File: config.mk
export PLATFORM = sky130hd
export DESIGN_NAME = divr_top
export DESIGN_NICKNAME = d
export VERILOG_FILES = /design/src/divr_pkg.sv /design/src/divr_pin_if.sv /design/src/divr_pin_mux.sv /design/src/divr_top.sv
export SDC_FILE = /design/constraint.sdc
export NUM_CORES = 1
export LEC_CHECK = 0
export ABC_AREA = 1
export BUFFER_PORTS_ARGS = -buffer_cell sky130_fd_sc_hd__buf_2
export CAP_MARGIN = 20
export CORE_ASPECT_RATIO = 0.7
export CORE_MARGIN = 5
export CORE_UTILIZATION = 60
export CTS_CLUSTER_SIZE = 16
export DETAILED_ROUTE_END_ITERATION = 6
export GPL_ROUTABILITY_DRIVEN = 0
export PLACE_DENSITY = 0.82
export SLEW_MARGIN = 10
export SYNTH_ARGS = -nofsm -noshare
export SYNTH_HDL_FRONTEND = slang
export SYNTH_SLANG_ARGS = --single-unit
File: constraint.sdc
create_clock -name clk_i -period 5.8 [get_ports clk_i]
set_clock_uncertainty 0.1 [all_clocks]
set_input_delay 1.16 -clock clk_i [delete_from_list [all_inputs] [get_ports clk_i]]
set_output_delay 1.16 -clock clk_i [all_outputs]
set_load 0.005 [all_outputs]
File: src/divr_pkg.sv
// Package for the interrupt vectoring and reset block.
// Assumes one instruction-rate clock and synchronous active-high reset.
package divr_pkg;
   localparam int unsigned DIVR_NUM_SRC = 8;
   localparam int unsigned DIVR_VEC_W = 14;
   localparam logic [13:0] DIVR_VEC_RESET = 14'h0000;
   // Vector tables, index 0 = highest priority source
   localparam logic [13:0] DIVR_VEC_HOST [0:7] = '{14'h0004, 14'h0008,
      14'h000C, 14'h0010, 14'h0014, 14'h0018, 14'h001C, 14'h0020};
   localparam logic [13:0] DIVR_VEC_DUAL [0:7] = '{14'h0004, 14'h0008,
      14'h000C, 14'h0010, 14'h0014, 14'h0018, 14'h0000, 14'h0000};
   // Source index, host variant
   localparam int unsigned DIVR_SRC_EXT2 = 0;
   localparam int unsigned DIVR_SRC_HWR = 1;
   localparam int unsigned DIVR_SRC_HRD = 2;
   localparam int unsigned DIVR_SRC_P0TX = 3;
   localparam int unsigned DIVR_SRC_P0RX = 4;
   localparam int unsigned DIVR_SRC_P1TX = 5;
   localparam int unsigned DIVR_SRC_P1RX = 6;
   localparam int unsigned DIVR_SRC_TIMER = 7;
   localparam int unsigned DIVR_NEST_BIT = 4;
   localparam int unsigned DIVR_CTL_W = 5;
   localparam int unsigned DIVR_STACK_DEPTH = 9;
   localparam int unsigned DIVR_STAT_W = 16;
   localparam int unsigned DIVR_PLL_LOCK_CYC = 2000;
   typedef enum logic [1:0]
   {
      DIVR_RUN = 2'b00,
      DIVR_TAKE = 2'b01
   } divr_state_e;
endpackage

File: src/divr_pin_if.sv
// Interface carrying the serial port one pin group between pin mux and core.
// Assumes the top module drives the raw pins into it.
`timescale 1ns/1ns
interface divr_pin_if;
   logic rfs;
   logic tfs;
   logic drx;
   logic dtx;
   logic alt_cfg;
   logic req0;
   logic req1;
   logic flag_in;
   logic flag_out;
   logic dtx_port;
   modport mux (input rfs, tfs, drx, alt_cfg, flag_out, dtx_port,
                output req0, req1, flag_in, dtx);
   modport core (output rfs, tfs, drx, alt_cfg, flag_out, dtx_port,
                 input req0, req1, flag_in, dtx);
endinterface

File: src/divr_pin_mux.sv
// Pin sharing for serial port one: port pins or requests and flags.
// Assumes pins are synchronous to the clock.
`timescale 1ns/1ns
module divr_pin_mux
(
   divr_pin_if.mux pins  // Pin group
);
   // Requests are active low on the pins; held inactive (0) in port mode
   assign pins.req0 = pins.alt_cfg & ~pins.rfs;
   assign pins.req1 = pins.alt_cfg & ~pins.tfs;
   assign pins.flag_in = pins.alt_cfg & pins.drx;
   assign pins.dtx = pins.alt_cfg ? pins.flag_out : pins.dtx_port;
endmodule

File: src/divr_top.sv
// Interrupt vectoring, priority, status stack and pin configuration.
// Assumes the sequencer acknowledges a presented vector with ack_i.
`timescale 1ns/1ns
module divr_top
#(
   parameter bit HOST_VARIANT = 1'b1  // 1: host mailbox variant
)
(
   input wire logic clk_i,  // Instruction-rate clock
   input wire logic sys_rst_i,  // Synchronous reset, high
   input wire logic alt_cfg_i,  // 1: port one pins are requests/flags
   input wire logic ext_req_two_n_i,  // External request two, low
   input wire logic p1_rfs_i,  // Port one receive frame sync pin
   input wire logic p1_tfs_i,  // Port one transmit frame sync pin
   input wire logic p1_drx_i,  // Port one receive data pin
   input wire logic p1_dtx_port_i,  // Port one transmit data from port
   input wire logic flag_out_i,  // Flag output value from core
   input wire logic [7:0] periph_req_i,  // Internal requests by index
   input wire logic [7:0] mask_wr_i,  // Mask write value
   input wire logic mask_we_i,  // Mask write strobe
   input wire logic [4:0] ctl_wr_i,  // Control register write value
   input wire logic ctl_we_i,  // Control write strobe
   input wire logic [15:0] arith_stat_i,  // Arithmetic status to push
   input wire logic [15:0] mode_stat_wr_i,  // Mode status write value
   input wire logic mode_stat_we_i,  // Mode status write strobe
   input wire logic ack_i,  // Sequencer takes presented vector
   input wire logic rti_i,  // Return from interrupt, pops stack
   output logic irq_pend_o,  // A vector is presented
   output logic [13:0] vector_o,  // Vector for the sequencer
   output logic [7:0] mask_o,  // Interrupt mask register
   output logic [15:0] mode_stat_o,  // Mode status register
   output logic [15:0] arith_pop_o,  // Arithmetic status popped
   output logic stack_empty_o,  // Status stack empty
   output logic stack_full_o,  // Status stack full
   output logic p1_dtx_o,  // Port one transmit data pin
   output logic flag_in_o,  // Flag input value
   output logic clk_out_o  // Clock output, toggles every cycle (one period per two cycles)
);
   import divr_pkg::*;

   // ****************************************
   // Pin sharing
   // ****************************************
   divr_pin_if pins ();
   assign pins.rfs = p1_rfs_i;
   assign pins.tfs = p1_tfs_i;
   assign pins.drx = p1_drx_i;
   assign pins.alt_cfg = alt_cfg_i;
   assign pins.flag_out = flag_out_i;
   assign pins.dtx_port = p1_dtx_port_i;
   divr_pin_mux u_mux (.pins(pins));

   // ****************************************
   // Request gathering and priority
   // ****************************************
   logic [7:0] mask_r;
   logic [4:0] ctl_r;
   logic [15:0] mode_r;
   logic [7:0] raw_req;
   logic [7:0] eff_req;
   logic [7:0] masked;
   logic [2:0] win_idx;
   logic any_win;
   logic [3:0] sp_r;
   logic [3:0] sp_nxt;
   logic active;
   logic nest_en;
   logic allow;
   logic [13:0] win_vec;
   divr_state_e st_r;
   logic pend_r;
   logic [13:0] vec_r;
   logic [15:0] pop_r;
   logic dtx_r;
   logic fi_r;
   logic clk_r;
   logic empty_r;
   logic full_r;
   logic [39:0] stk [0:DIVR_STACK_DEPTH-1];

   function automatic logic [2:0] prio_idx(input logic [7:0] r);
      logic [2:0] k;
      k = 3'h0;
      for (int i = 7; i >= 0; i--)
      begin
         if (r[i])
            k = 3'(i);
      end
      return k;
   endfunction

   // Port one sources are its interrupts or the alternate requests
   assign raw_req[0] = ~ext_req_two_n_i;
   assign raw_req[7:1] = periph_req_i[7:1];
   // Dual variant lacks host sources: indices shift down by two
   assign eff_req = HOST_VARIANT ? {raw_req[7],
      raw_req[6] | pins.req0, raw_req[5] | pins.req1, raw_req[4:0]}
      : {2'b00, raw_req[7], raw_req[6] | pins.req0,
         raw_req[5] | pins.req1, raw_req[4:3], raw_req[0]};
   assign masked = eff_req & mask_r;
   assign any_win = |masked;
   assign win_idx = prio_idx(masked);
   assign win_vec = HOST_VARIANT ? DIVR_VEC_HOST[win_idx]
      : DIVR_VEC_DUAL[win_idx];
   assign active = (sp_r != 4'h0);
   assign nest_en = ctl_r[DIVR_NEST_BIT];
   // Without nesting only one routine may be active
   assign allow = nest_en ? 1'b1 : ~active;
   assign sp_nxt = (st_r == DIVR_TAKE && ack_i) ? sp_r + 4'h1
      : (rti_i && active) ? sp_r - 4'h1 : sp_r;

   // ****************************************
   // Control registers
   // ****************************************
   always_ff @(posedge clk_i)
   begin
      if (sys_rst_i)
      begin
         mask_r <= 8'h00;
         ctl_r <= 5'h00;
         mode_r <= 16'h0000;
         sp_r <= 4'h0;
         empty_r <= 1'b1;
         full_r <= 1'b0;
      end
      else
      begin
         sp_r <= sp_nxt;
         empty_r <= (sp_nxt == 4'h0);
         full_r <= (sp_nxt == 4'(DIVR_STACK_DEPTH));
         if (mask_we_i)
            mask_r <= mask_wr_i;
         else if (rti_i && active)
            mask_r <= stk[sp_r - 4'h1][7:0];
         if (ctl_we_i)
            ctl_r <= ctl_wr_i;
         if (mode_stat_we_i)
            mode_r <= mode_stat_wr_i;
         else if (rti_i && active)
            mode_r <= stk[sp_r - 4'h1][23:8];
      end
   end

   // Stack array holds no reset; pointer reset empties it
   always_ff @(posedge clk_i)
   begin
      if (!sys_rst_i && st_r == DIVR_TAKE && ack_i)
         stk[sp_r] <= {arith_stat_i, mode_r, mask_r};
   end

   // ****************************************
   // Vector presentation
   // ****************************************
   // A full stack blocks further taking rather than overwrite status
   always_ff @(posedge clk_i)
   begin
      if (sys_rst_i)
      begin
         st_r <= DIVR_RUN;
         pend_r <= 1'b0;
         vec_r <= DIVR_VEC_RESET;
         pop_r <= 16'h0000;
      end
      else
      begin
         unique case (st_r)
            DIVR_RUN:
            begin
               if (any_win && allow && sp_r < 4'(DIVR_STACK_DEPTH))
               begin
                  st_r <= DIVR_TAKE;
                  pend_r <= 1'b1;
                  vec_r <= win_vec;
               end
            end
            DIVR_TAKE:
            begin
               if (ack_i)
               begin
                  st_r <= DIVR_RUN;
                  pend_r <= 1'b0;
               end
               else if (any_win)
                  vec_r <= win_vec;
            end
            default:
               st_r <= DIVR_RUN;
         endcase
         if (rti_i && active)
            pop_r <= stk[sp_r - 4'h1][39:24];
      end
   end

   // ****************************************
   // Pins and clock output
   // ****************************************
   always_ff @(posedge clk_i)
   begin
      if (sys_rst_i)
      begin
         dtx_r <= 1'b0;
         fi_r <= 1'b0;
      end
      else
      begin
         dtx_r <= pins.dtx;
         fi_r <= pins.flag_in;
      end
   end

   // Keeps toggling in reset: the clock does not stop for a reset.
   // No reset and no initial value: an unknown start settles in one edge
   always_ff @(posedge clk_i)
   begin
      if (clk_r)
         clk_r <= 1'b0;
      else
         clk_r <= 1'b1;
   end

   assign irq_pend_o = pend_r;
   assign vector_o = vec_r;
   assign mask_o = mask_r;
   assign mode_stat_o = mode_r;
   assign arith_pop_o = pop_r;
   assign stack_empty_o = empty_r;
   assign stack_full_o = full_r;
   assign p1_dtx_o = dtx_r;
   assign flag_in_o = fi_r;
   assign clk_out_o = clk_r;
endmodule

Yosys cells after proc, flatten, opt, wreduce, memory -nomap -nowiden
Memories as Yosys holds them, arrays and structs flattened.
Cells that the tools add are included.
{"block": "classes", "bitwise_logic": 11, "n_eq_ne": 6, "n_mux": 31, "reduce_logical": 17, "add_sub_neg": 2, "order_cmp": 2, "shift": 0, "div_mod_pow": 0, "n_mul": 0}
{"op": "2-to-1 mux 14 bit", "count": 5}
{"op": "2-to-1 mux 16 bit", "count": 2}
{"op": "case mux 14 bit (2 select lines)", "count": 1}
{"op": "2-to-1 mux 3 bit", "count": 8}
{"op": "2-to-1 mux 8 bit", "count": 2}
{"op": "bitwise AND 8 bit", "count": 1}
{"op": "2-to-1 mux 4 bit", "count": 2}
{"op": "inequality test 2 bit (second input constant)", "count": 4}
{"op": "OR reduction 8 bit", "count": 1}
{"op": "2-to-1 mux 1 bit", "count": 7}
{"op": "logical AND 1 bit", "count": 6}
{"op": "nonzero test 2 bit", "count": 3}
{"op": "adder 4 x 1 -> 4 bit (second input constant)", "count": 1}
{"op": "equality test 4 bit (second input constant)", "count": 1}
{"op": ">= comparator 4 bit (second input constant)", "count": 1}
{"op": "logical NOT 4 bit", "count": 1}
{"op": "less-than comparator 4 bit (second input constant)", "count": 1}
{"op": "2-to-1 mux 2 bit", "count": 2}
{"op": "NOT 1 bit", "count": 4}
{"op": "NOT 3 -> 4 bit", "count": 1}
{"op": "case mux 2 bit (2 select lines)", "count": 1}
{"op": "AND reduction 4 bit", "count": 1}
{"op": "nonzero test 4 bit", "count": 1}
{"op": "subtractor 4 x 1 -> 4 bit (second input constant)", "count": 1}
{"op": "other kinds (8)", "count": 11}
{"block": "totals", "register_bits": 71, "memories": 2, "elab_cells": 84, "mem_bits_rw": 360, "latch_bits": 0, "output_inout_bits": 60, "rom_bits": 112, "input_bits": 67}
{"name": "stk", "words": 9, "width": 40, "rd": 1, "rd_clocked_by_memory_dff": 0, "write_ports": 1, "line_no": "divr_top.sv:79", "text": "logic [39:0] stk [0:DIVR_STACK_DEPTH-1];"}
{"name": "(no name shown)", "words": 8, "width": 14, "rd": 1, "rd_clocked_by_memory_dff": 0, "write_ports": 0, "line_no": "divr_top.sv:103", "text": "assign win_vec = HOST_VARIANT ? DIVR_VEC_HOST[win_idx]"}

Depth between registers and ports, before layout
Gate-level depths: netlist (run 1).
{"block": "logic_depth", "depth_word": 19, "ltp_mapped": 15, "mapped_depth_nobuf": 14}

Hierarchy
Synthesis (run 1) repeated with hierarchy kept, for this count alone.
{"block": "unflattened", "hier_cells": 1732, "hier_area_um2": 17584.4}
{"module": "divr_top", "area_each_um2": 17554.3, "cells_per_inst": 1724, "instances": 1}
{"module": "divr_pin_mux", "area_each_um2": 30.0, "cells_per_inst": 8, "instances": 1}

Worst setup path before layout (run 1)
No wires, ideal clock.
{"block": "synth_timing", "path_type": "in2reg", "start": "input port ack_i", "end": "memory stk[4][0], enable pin", "slack_ns": 0.935, "required_ns": 5.213, "t_arrival_ns": 4.278, "path_buffers": 0, "cell_stages": 4, "cell_sequence": "nand2_1 > inv_1 > nand2_1 > nor3_1"}
{"block": "synth_between", "elab_chain_cells": 3}
{"element": "start, declared", "line_no": "divr_top.sv:26", "text": "input wire logic ack_i,"}
{"element": "logical AND 1 bit", "line_no": "divr_top.sv:147", "text": "if (!sys_rst_i && st_r == DIVR_TAKE && ack_i)"}
{"element": "2-to-1 mux 1 bit", "line_no": "divr_top.sv:147"}
{"element": "2-to-1 mux 1 bit (not written as such)", "line_no": "divr_top.sv:148", "text": "stk[sp_r] <= {arith_stat_i, mode_r, mask_r};"}
{"element": "end, declared", "line_no": "divr_top.sv:79"}
No other way between the ends.

Worst setup path after layout (run 1)
{"block": "layout_timing", "start": "register sp_r[0]", "end": "register mode_r[0], in the netlist mode_stat_o[0]"}
{"block": "layout_between", "elab_chain_cells": 4, "elab_cells_between_ends": 7, "cone_classes": "add/sub (1); mux (2); reduce/logical (3); memory (1)"}
{"element": "start, declared", "line_no": "divr_top.sv:64", "text": "logic [3:0] sp_r;"}
{"element": "start signal, assigned", "line_no": "divr_top.sv:128", "text": "sp_r <= sp_nxt;"}
{"element": "subtractor 4 x 1 -> 4 bit", "line_no": "divr_top.sv:140", "text": "mode_r <= stk[sp_r - 4'h1][23:8];"}
{"element": "memory read (9 x 40 bit)"}
{"element": "2-to-1 mux 16 bit", "line_no": "divr_top.sv:139", "text": "else if (rti_i && active)"}
{"element": "2-to-1 mux 16 bit", "line_no": "divr_top.sv:137", "text": "if (mode_stat_we_i)"}
{"element": "end signal, assigned", "line_no": "divr_top.sv:138", "text": "mode_r <= mode_stat_wr_i;"}
{"element": "end signal, assigned", "line_no": "divr_top.sv:140"}
{"element": "end, declared", "line_no": "divr_top.sv:58", "text": "logic [15:0] mode_r;"}
Parallel ways exist; a longest one is shown, timed or not. The select of a mux whose other input is x is not followed.
A chain may end at the register's enable or synchronous reset.

==> results of run 1 <==
## metrics by stage
| stage | hold slack [ns] | instance area [µm²] | total power [mW] | util, % |
|---|---|---|---|---|
| floorplan | 0.2691 | 16690 | 6.430 | - |
| global placement | 0.2563 | 17470 | 7.339 | 63.37 |
| detailed placement | 0.2600 | 17470 | 7.474 | 63.37 |
| CTS | 0.2765 | 18710 | 9.973 | 67.86 |
| global route | 0.3084 | 18730 | 10.60 | 67.94 |
| finish | 0.2713 | 18730 | 10.01 | 67.94 |
## worst max path at each step
stage          slack (ns)  depth (start not counted)          startpoint                           end
2_1_floorplan        0.93                          4               ack_i           stk[4][0]$_DFFE_PP_
3_3_place_gp         1.62                          6  sp_r[0]$_SDFF_PP0_          stk[2][17]$_DFFE_PP_
3_5_place_dp         1.58                          6  sp_r[0]$_SDFF_PP0_          stk[2][16]$_DFFE_PP_
4_1_cts              1.56                          6  sp_r[0]$_SDFF_PP0_          stk[2][15]$_DFFE_PP_
5_1_grt              1.30                          9  sp_r[0]$_SDFF_PP0_  mode_stat_o[15]$_SDFFE_PP0P_
6_report             1.58                          9  sp_r[0]$_SDFF_PP0_   mode_stat_o[0]$_SDFFE_PP0P_
## cell families (layout without fill, tap and decap cells)
logic type,after synthesis,count (layout),share of synthesized area (%)
other cells,1,10,0.02251
compound gates,307,307,9.510
buf+inv,143,252,3.929
flops,415,415,71.51
fa+ha+maj,6,6,0.4507
xor+xnor,3,3,0.2705
simple gates,590,590,14.30
## cell usage after synthesis, drive strengths merged
library cell / count / area (µm²)
edfxtp: 360 / 10810
nor2: 302 / 1149
o21ai: 218 / 1091
nand2: 185 / 696.9
nand3: 88 / 452.9
a21oi: 61 / 305.3
dfxtp: 55 / 1101
inv: 51 / 193.9
clkbuf: 47 / 176.4
buf: 45 / 284.0
a31oi: 16 / 100.1
nor3: 8 / 40.04
ha: 6 / 75.07
o211ai: 6 / 45.04
or2: 6 / 37.54
o22ai: 4 / 25.02
xor2: 3 / 45.05
o221ai: 2 / 17.52
conb: 1 / 3.750
nand4: 1 / 6.260
## registers in the layout, summed over array words and instances (netlist names)
register,cells
flag_in_o,1
ctl_r,1
mode_stat_o,16
mask_o,8
clk_out_o,1
irq_pend_o,1
stack_empty_o,1
vector_o,4
stack_full_o,1
arith_pop_o,16
p1_dtx_o,1
stk,360
sp_r,4
## cell type report
| cell class | count | area share, % |
|---|---|---|
| flip-flops and latches | 415 | 63.62 |
| multi-input cells | 916 | 22.34 |
| clock buffers | 56 | 5.993 |
| repair buffers | 131 | 3.902 |
| well taps | 371 | 2.479 |
| inverters | 51 | 1.036 |
| clock inverters | 14 | 0.6280 |
## worst register-to-register path, stage by stage (launching register included)
cell,delay [ns]
dfxtp_4,0.93
inv_4,0.44
ha_4,0.31
nand2_1,0.16
nand2_2,0.44
inv_2,0.63
nor2_4,0.15
inv_1,0.63
o21ai_0,0.20
a21oi_1,0.15
## routing by layer
metal  vias up  track usage [%]
li1       5266                -
met3       111            4.961
met1      5386            35.26
met5         -                0
met2       734            40.51
met4         0            9.358
## cell usage in the layout, fill, tap and decap left out, types with 10 or more instances in the layout
cell type  instances
a21oi_1           61
a31oi_1           16
buf_2            111
buf_4             18
clkbuf_1          11
clkbuf_16         41
conb_1            10
dfxtp_1           54
edfxtp_1         360
inv_1             47
nand2_1          184
nand3_1           87
nor2_1           299
o21ai_0          193
o21ai_1           25
## power breakdown
| part | internal [mW] | total [mW] | leakage [nW] | switching (mW) |
|---|---|---|---|---|
| Sequential | 3.56 | 3.87 | 3.72 | 0.313 |
| Clock | 1.43 | 2.47 | 0.609 | 1.04 |
| Combinational | 1.10 | 3.66 | 2.54 | 2.56 |
==> results, run 1 <==
- The flow ran to the end, and the final reports show no timing, DRC or antenna violations.
- The final non-filler cell total is roughly 2k.
- Once the clock tree was built, the resizer swapped 0 gates to a different size.
- The number of buffers between clock root and the deepest sink is 3.
- The number of I/O port buffers is 111.
- Setup repair after global routing left no endpoint under its margin.
- At the worst endpoint, the arrival time is 4.57 ns.
- The number of endpoints with negative hold slack in the final report is 0.
- The H-tree was split into 2 levels.
- The die covers 0.03125 mm².
- The sequential area share after synthesis is 71.51%.
- Among cell families on the critical path, the largest total delay comes from buffers and inverters.
- Entering global routing, the biggest net connects between 100 and 150 pins.
- The final clock period utilization by the worst path is approximately 73%.
- The path with the worst hold slack has its endpoint at clk_out_o$_DFF_P_.
- Setup violations remaining at the end of the flow were counted as 0.
- STA classifies the critical path endpoint as a register.
- The worst register-to-register path has a setup slack of 1.58 ns.
- The critical path goes through inv_4 -> ha_4 -> nand2_1 -> nand2_2 -> inv_2 -> nor2_4 -> inv_1 -> o21ai_0 -> a21oi_1.
- The clock drives a little over 400 sinks.
- The area taken by flip-flops and latches is 0.01192 mm².
- Synthesis produced a netlist whose cell count is about 1.5k.
- The area of combinational cells with multiple inputs is about 0.0042 mm².
- In this run the mean area of a mapped cell was 11.37 µm².
- In the detailed route, the total length drawn on met2 is between 15000 and 20000 µm.
- The number of cells traversed by the worst register-to-register path is 9.
- The synthesized cell area is between 0.015 and 0.02 mm².
- The capturing point of the worst reg2reg path is mode_stat_o[0]$_SDFFE_PP0P_.
- The number of violations of the max-capacitance limit is 0.
- The pre-CTS worst setup slack is 1.583 ns.
- The slack of the critical path is 1.580 ns.
- Synthesis inferred approximately 420 register bits.
- Once detail routing completed, the nets flagged for antenna violations numbered 0.
- Clock-pin slew was measured on the worst setup and hold paths at approximately 0.06 ns.
- The wire length of the first global-routing pass is 61420 µm.
- The routed layout has 11.50k vias.
- At the worst endpoint, the required time is 6.15 ns.
- The total negative slack is 0 ns.
- Buffers added to address setup during post-CTS repair amount to 0.
- Across the VDD grid, the largest voltage drop is 0.0003517 V.
- Using the TritonRoute via totals, the vias-per-cell ratio works out to 5.884.
- Along the worst path, the maximum fanout reaches 79.
- The first TritonRoute pass finished after 6 iterations.
- The number of global-route vias before repair came to 10.94k.
- The source-to-sink clock delay at the later pin of the worst-skew pair is 0.52 ns.
- The master cell of the clock root buffer is clkbuf_16.
- The startpoint kind of the worst setup timing path is a register.
- During synthesis, Yosys emitted a total of 0 warnings.
- Summed over all layers, the routed wires come to 40320 µm.
- In the global route stage, overall resource usage came out at 25.35%.
- After the first detailed-routing iteration, the DRC count stood at 1374.
- The core box area is roughly 0.028 mm².
- Counting both buffers and inverters, the worst setup path holds a total of 3.
- TritonCTS built the clock tree.
- The number of CTS-inserted buffers is 38.
- The initial antenna violation count came to 0.
- Compared with the post-synthesis result, the final layout area differs by 12.44%.
- The initial core utilization is 60.42%.
- The hold buffer count at cts is 0.
- The biggest cell delay along the critical path is 0.93 ns.
- In the final layout, the share of cells above drive strength 1 is 13.39%.
- The total number of placement rows is 51.
- The transition time at the pin with the least slew margin is 0.9934 ns.
- The number of pins with negative max-slew slack in the final report is 0.
- Pin placement for this block handled approximately 130 I/O pins.
- The worst min-delay path class is register to register.
- The largest individual stage delay along the critical path comes from the cell dfxtp_4.
- For this design the static power due to leakage is a little under 7 nW.
- The placed wire-length estimate is 21230 µm.
- The count of cells along the worst hold path is 1.
- Synthesis instantiated 30 different standard cells from the library.
- The start point of the worst hold path is clk_out_o$_DFF_P_.
- The filler cell count in the final layout is between 1.5k and 2k.
- In this run the horizontal extent of the chip is between 200 and 250 µm.
- The number of placed instances, taps included, is approximately 1.9k.
- Power spread over the standard cell area amounts to 534.3 mW/mm².
- In this run the tightest slew margin relative to its limit is 33.68%.
- The repair_antennas step left the layout with diodes totalling 0.
- The maximum clock frequency is 0.2370 GHz.
- The floorplan step set the die height to between 100 and 150 µm.
- The mean routed wirelength per cell is 20.63 µm.
- For this run, design rule violations remaining after detail routing come to 0.
- The worst setup path is of the register to register kind.
- The startpoint identified for the worst register-to-register timing path is sp_r[0]$_SDFF_PP0_.
- The highest routed metal layer is met4.
- The minimum clock period after layout is 4.220 ns.
- For this run the aggregate overflow at the end of global routing stands at 0.
- In the final routing, the length of wire on met1 measures 15120 µm.
- The number of nets at the end of the flow is between 1.5k and 2k.
- In the detailed route, the total length drawn on met3 is 4745 µm.
No activity file was read; power rests on OpenSTA's default activity.
==> run 2, diff against run 1 <==
--- a/config.mk
+++ b/config.mk
@@ -5,16 +5,16 @@
 export SDC_FILE = /design/constraint.sdc
 export NUM_CORES = 1
 export LEC_CHECK = 0
-export ABC_AREA = 1
+export ABC_AREA = 0
 export BUFFER_PORTS_ARGS = -buffer_cell sky130_fd_sc_hd__buf_2
 export CAP_MARGIN = 20
 export CORE_ASPECT_RATIO = 0.7
 export CORE_MARGIN = 5
-export CORE_UTILIZATION = 60
+export CORE_UTILIZATION = 54
 export CTS_CLUSTER_SIZE = 16
 export DETAILED_ROUTE_END_ITERATION = 6
 export GPL_ROUTABILITY_DRIVEN = 0
-export PLACE_DENSITY = 0.82
+export PLACE_DENSITY = 0.78
 export SLEW_MARGIN = 10
 export SYNTH_ARGS = -nofsm -noshare
 export SYNTH_HDL_FRONTEND = slang
==> constraint.sdc (replaced) <==
create_clock -name clk_i -period 3.4 [get_ports clk_i]
set_clock_uncertainty 0.1 [all_clocks]
set_input_delay 0.68 -clock clk_i [delete_from_list [all_inputs] [get_ports clk_i]]
set_output_delay 0.68 -clock clk_i [all_outputs]
set_load 0.005 [all_outputs]
==> run 2 against run 1 <==
Sequential share of layout area increased by 0.47 points. Final area decreased by 0.73%. Highest routed layer is now met5. Utilization decreased by 5.6 points. Clock power up 66%. Die area up 7.8%. Total power rose by 40%. Synthesized cell count down 40%. Final cell count fell by 27%.
==> results, run 2 <==
- The run finished with clean final reports.
- The number of nets at the end of the flow is 1092 (-33%).
- The maximum clock frequency is 0.3557 GHz (+50%).
- The worst min-delay path class is register to register.
- The quantity of gates resized following cts is 0 (unchanged).
- The worst path buffer plus inverter count is 2 (-1).
- The filler cell count in the final layout came to 2042 (+7.5%).
- The I/O pin total came to 127 (unchanged).
- The critical path endpoint category is a register.
- The mean post-synth cell area is 18.37 µm² (+62%).
- The initial antenna violation count is 2 (+2).
- The number of global-route vias before repair is 8753 (-20%).
- The minimum clock period after layout is 2.812 ns (-1.408 ns).
- The total negative slack was 0 ns (unchanged).
- The number of endpoints with negative hold slack in the final report is 0 (unchanged).
- The number of I/O port buffers was 111 (unchanged).
- The number of clock sinks is 415 (unchanged).
- Setup repair after global routing left no endpoint under its margin.
- The cell type of the slowest stage on the worst timing path is o21ai_0.
- The top cell types in the final layout, fill and taps aside, are edfxtp_1 (360), buf_2 (111), mux4_2 (80).
- The die boundary width came to 217.2 µm (+3.9%).
- The post-place instance area is 0.01739 mm² (-0.44%).
- The fraction of final layout cells sized beyond drive strength 1 was 29.48% (+16 points).
- The count of antenna-violating nets left after detailed routing was 0 (unchanged).
- The pre-CTS worst setup slack came to 0.6054 ns (-0.9775 ns).
- The maximum number of pins on one net before global-route repair is 41 (-64%).
- The global-route usage over all layers was 21.44% (-3.9 points).
- The start point of the worst hold path is clk_out_o$_DFF_P_.
- The hold buffer count at cts is 0 (unchanged).
- The overall power after layout came to 13.96 mW (+40%).
- The finished layout cell area is 0.01859 mm² (-0.73%).
- The critical path starts at sp_r[0]$_SDFF_PP0_.
- The transition time at the pin with the least slew margin came to 0.6495 ns (-0.3439 ns).
- The highest routed metal layer is met5.
- The number of pins with negative max-slew slack in the final report is 0 (unchanged).
- The sequential area share after synthesis is 73.37% (+1.9 points).
- The total met3 wirelength after detailed routing came to 3275 µm (-31%).
- The normalized max-slew margin is 56.51% (+23 points).
- The via count is 8783 (-24%).
- Compared with the post-synthesis result, the final layout area differs by 14.51%.
- The number of flip-flops under the largest register name is 360 (unchanged).
- The clock transition at the registers of the reported paths was 0.07 ns (about the same).
- The count of state elements after synthesis is 415 (unchanged).
- The total number of placement rows is 53 (+3.9%).
- The leakage power is 6.348 nW (-7.6%).
- The largest fanout on the critical path is 8 (-90%).
- The length of routed wiring on met1 is 14700 µm (-2.8%).
- The biggest cell delay along the critical path is 0.42 ns (-0.51 ns).
- The warning count from the yosys run is 0 (unchanged).
- The top cell type's share of synthesized area is 66.58% (+1.7 points).
- The initial core utilization is 54.41% (-6.0 points).
- The worst path arrival time is 3.09 ns (-1.48 ns).
- The leading area contributor after synthesis is edfxtp_1.
- The number of violations of the max-capacitance limit is 0 (unchanged).
- The wire length of the first global-routing pass is 54500 µm (-11%).
- The detailed-route wire length came to 35900 µm (-11%).
- The number of H-tree levels was 2 (unchanged).
- The number of buffers between clock root and the deepest sink is 3 (unchanged).
- The number of distinct library cells after synthesis came to 54 (+80%).
- The startpoint identified for the worst register-to-register timing path is sp_r[0]$_SDFF_PP0_.
- The number of enable-type register cells in the synthesized netlist is 360 (unchanged).
- CTS placed an instance of clkbuf_16 at the clock tree root.
- The critical path goes through inv_1 -> ha_4 -> nand2b_2 -> o21a_1 -> buf_4 -> a2111oi_1 -> mux2i_1 -> o21ai_0.
- The count of routing violations after the opening detailed-route iteration is 803 (-42%).
- The post-synthesis async set-or-reset flop share is 0% (unchanged).
- The remaining global-route overflow is 0 (unchanged).
- The register with the most flip-flops in the final layout is stk.
- The final clock period utilization by the worst path was 82.70% (+9.9 points).
- The number of remaining DRC errors is 0 (unchanged).
- The final non-filler cell total is 1434 (-27%).
- The startpoint kind of the worst setup timing path is a register.
- The number of iterations in the first detailed-routing pass came to 5 (-1).
- The final core utilization is 62.30% (-5.6 points).
- By area the synthesized netlist is led by edfxtp_1 (67%), mux4_2 (11%), dfxtp_1 (6.8%), mux2i_1 (2.8%), a21oi_1 (1.5%).
- The tightest hold margin is 0.2786 ns (+0.007299 ns).
- The cell family contributing the most delay on the critical path is compound AO/OA/AOI/OAI gates.
- The source-to-sink clock delay at the later pin of the worst-skew pair was 0.54 ns (+0.02 ns).
- The vertical extent of the die is 155.1 µm (+3.8%).
- TritonCTS built the clock tree.
- The synthesized cell area is 0.01624 mm² (-2.5%).
- In the synthesized netlist, the cells that appear most often are edfxtp_1 (360), mux4_2 (80), dfxtp_1 (55).
- The final count of negative-setup-slack endpoints is 0 (unchanged).
- The core box area is 0.02984 mm² (+8.3%).
- The library cell with the highest instance count after synthesis is edfxtp_1.
- The worst ir drop on vdd came to 0.0004072 V (+16%).
- The via density per instance is 6.125 (+4.1%).
- The library cell used most frequently in the layout, excluding fill and tap cells, is edfxtp_1.
- The placed wire-length estimate is 20800 µm (-2.0%).
- The mean routed wirelength per cell is 25.03 µm (+21%).
- The power density normalized to cell area is 751.0 mW/mm² (+41%).
- The worst endpoint required time was 3.67 ns (-2.48 ns).
- The number of instances in the synthesized netlist is 884 (-40%).
- The die area is 0.03369 mm² (+7.8%).
- The most used flip-flop cell after synthesis is edfxtp_1.
- The number of cells in the design after placement is 1363 (-28%).
- The slack of the critical path came to 0.5883 ns (-0.9919 ns).
- The number of CTS-inserted buffers is 39 (+2.6%).
- The buffers inserted during post-CTS setup optimization is 0 (unchanged).
- The critical path is of the register to register type.
- The length of routed met2 wiring was 17290 µm (-9.1%).
run 2: changes by cell type in the layout (fill, tap and decap cells not counted), sizes merged, moves of 30 or more:
cell,change
nand3,-85
o21ai,-212
inv,-30
nand2,-134
nor2,-276
mux4,+80
mux2i,+45
run 2: final timing paths:
check,end,slack [ns],cells after the start
max,stack_empty_o$_SDFF_PP1_,0.59,8
min,clk_out_o$_DFF_P_,0.28,1
max reg2reg,stack_empty_o$_SDFF_PP1_,0.59,8
min reg2reg,clk_out_o$_DFF_P_,0.28,1
run 2: per-layer routing:
metal / track usage (%) / vias up
met5: 0 / -
met3: 4.999 / 54
met2: 33.69 / 427
met4: 5.323 / 2
li1: - / 3802
met1: 31.10 / 4498
run 2: kinds of logic after synthesis:
kind of cell / Yosys count / synth area share, %
flops: 415 / 73.37
compound gates: 128 / 5.803
mux: 125 / 13.87
simple gates: 125 / 3.768
buf+inv: 80 / 2.443
fa+ha+maj: 6 / 0.4624
xor+xnor: 4 / 0.2621
other cells: 1 / 0.02310
run 2: cell type report:
| class | instances | area [µm²] | area share [%] |
|---|---|---|---|
| clock inverter | 10 | 83.83 | 0.4509 |
| multi-input combinational | 398 | 4045 | 21.76 |
| clock buffer | 60 | 1115 | 5.996 |
| sequential | 415 | 11920 | 64.09 |
| timing repair buffer | 145 | 873.3 | 4.697 |
| tap | 385 | 481.7 | 2.591 |
| antenna | 1 | 2.502 | 0.01346 |
| inverter | 20 | 75.07 | 0.4038 |
run 2: worst register-to-register path, stage by stage (launching register included):
cell,delay [ns]
dfxtp_4,0.35
inv_1,0.22
ha_4,0.26
nand2b_2,0.15
o21a_1,0.35
buf_4,0.25
a2111oi_1,0.41
mux2i_1,0.13
o21ai_0,0.42
run 2: report_power, final:
part	internal (mW)	switching (mW)
combinational	1.56	1.95
clock	2.34	1.76
sequential	6.00	0.360
total	9.90	4.07
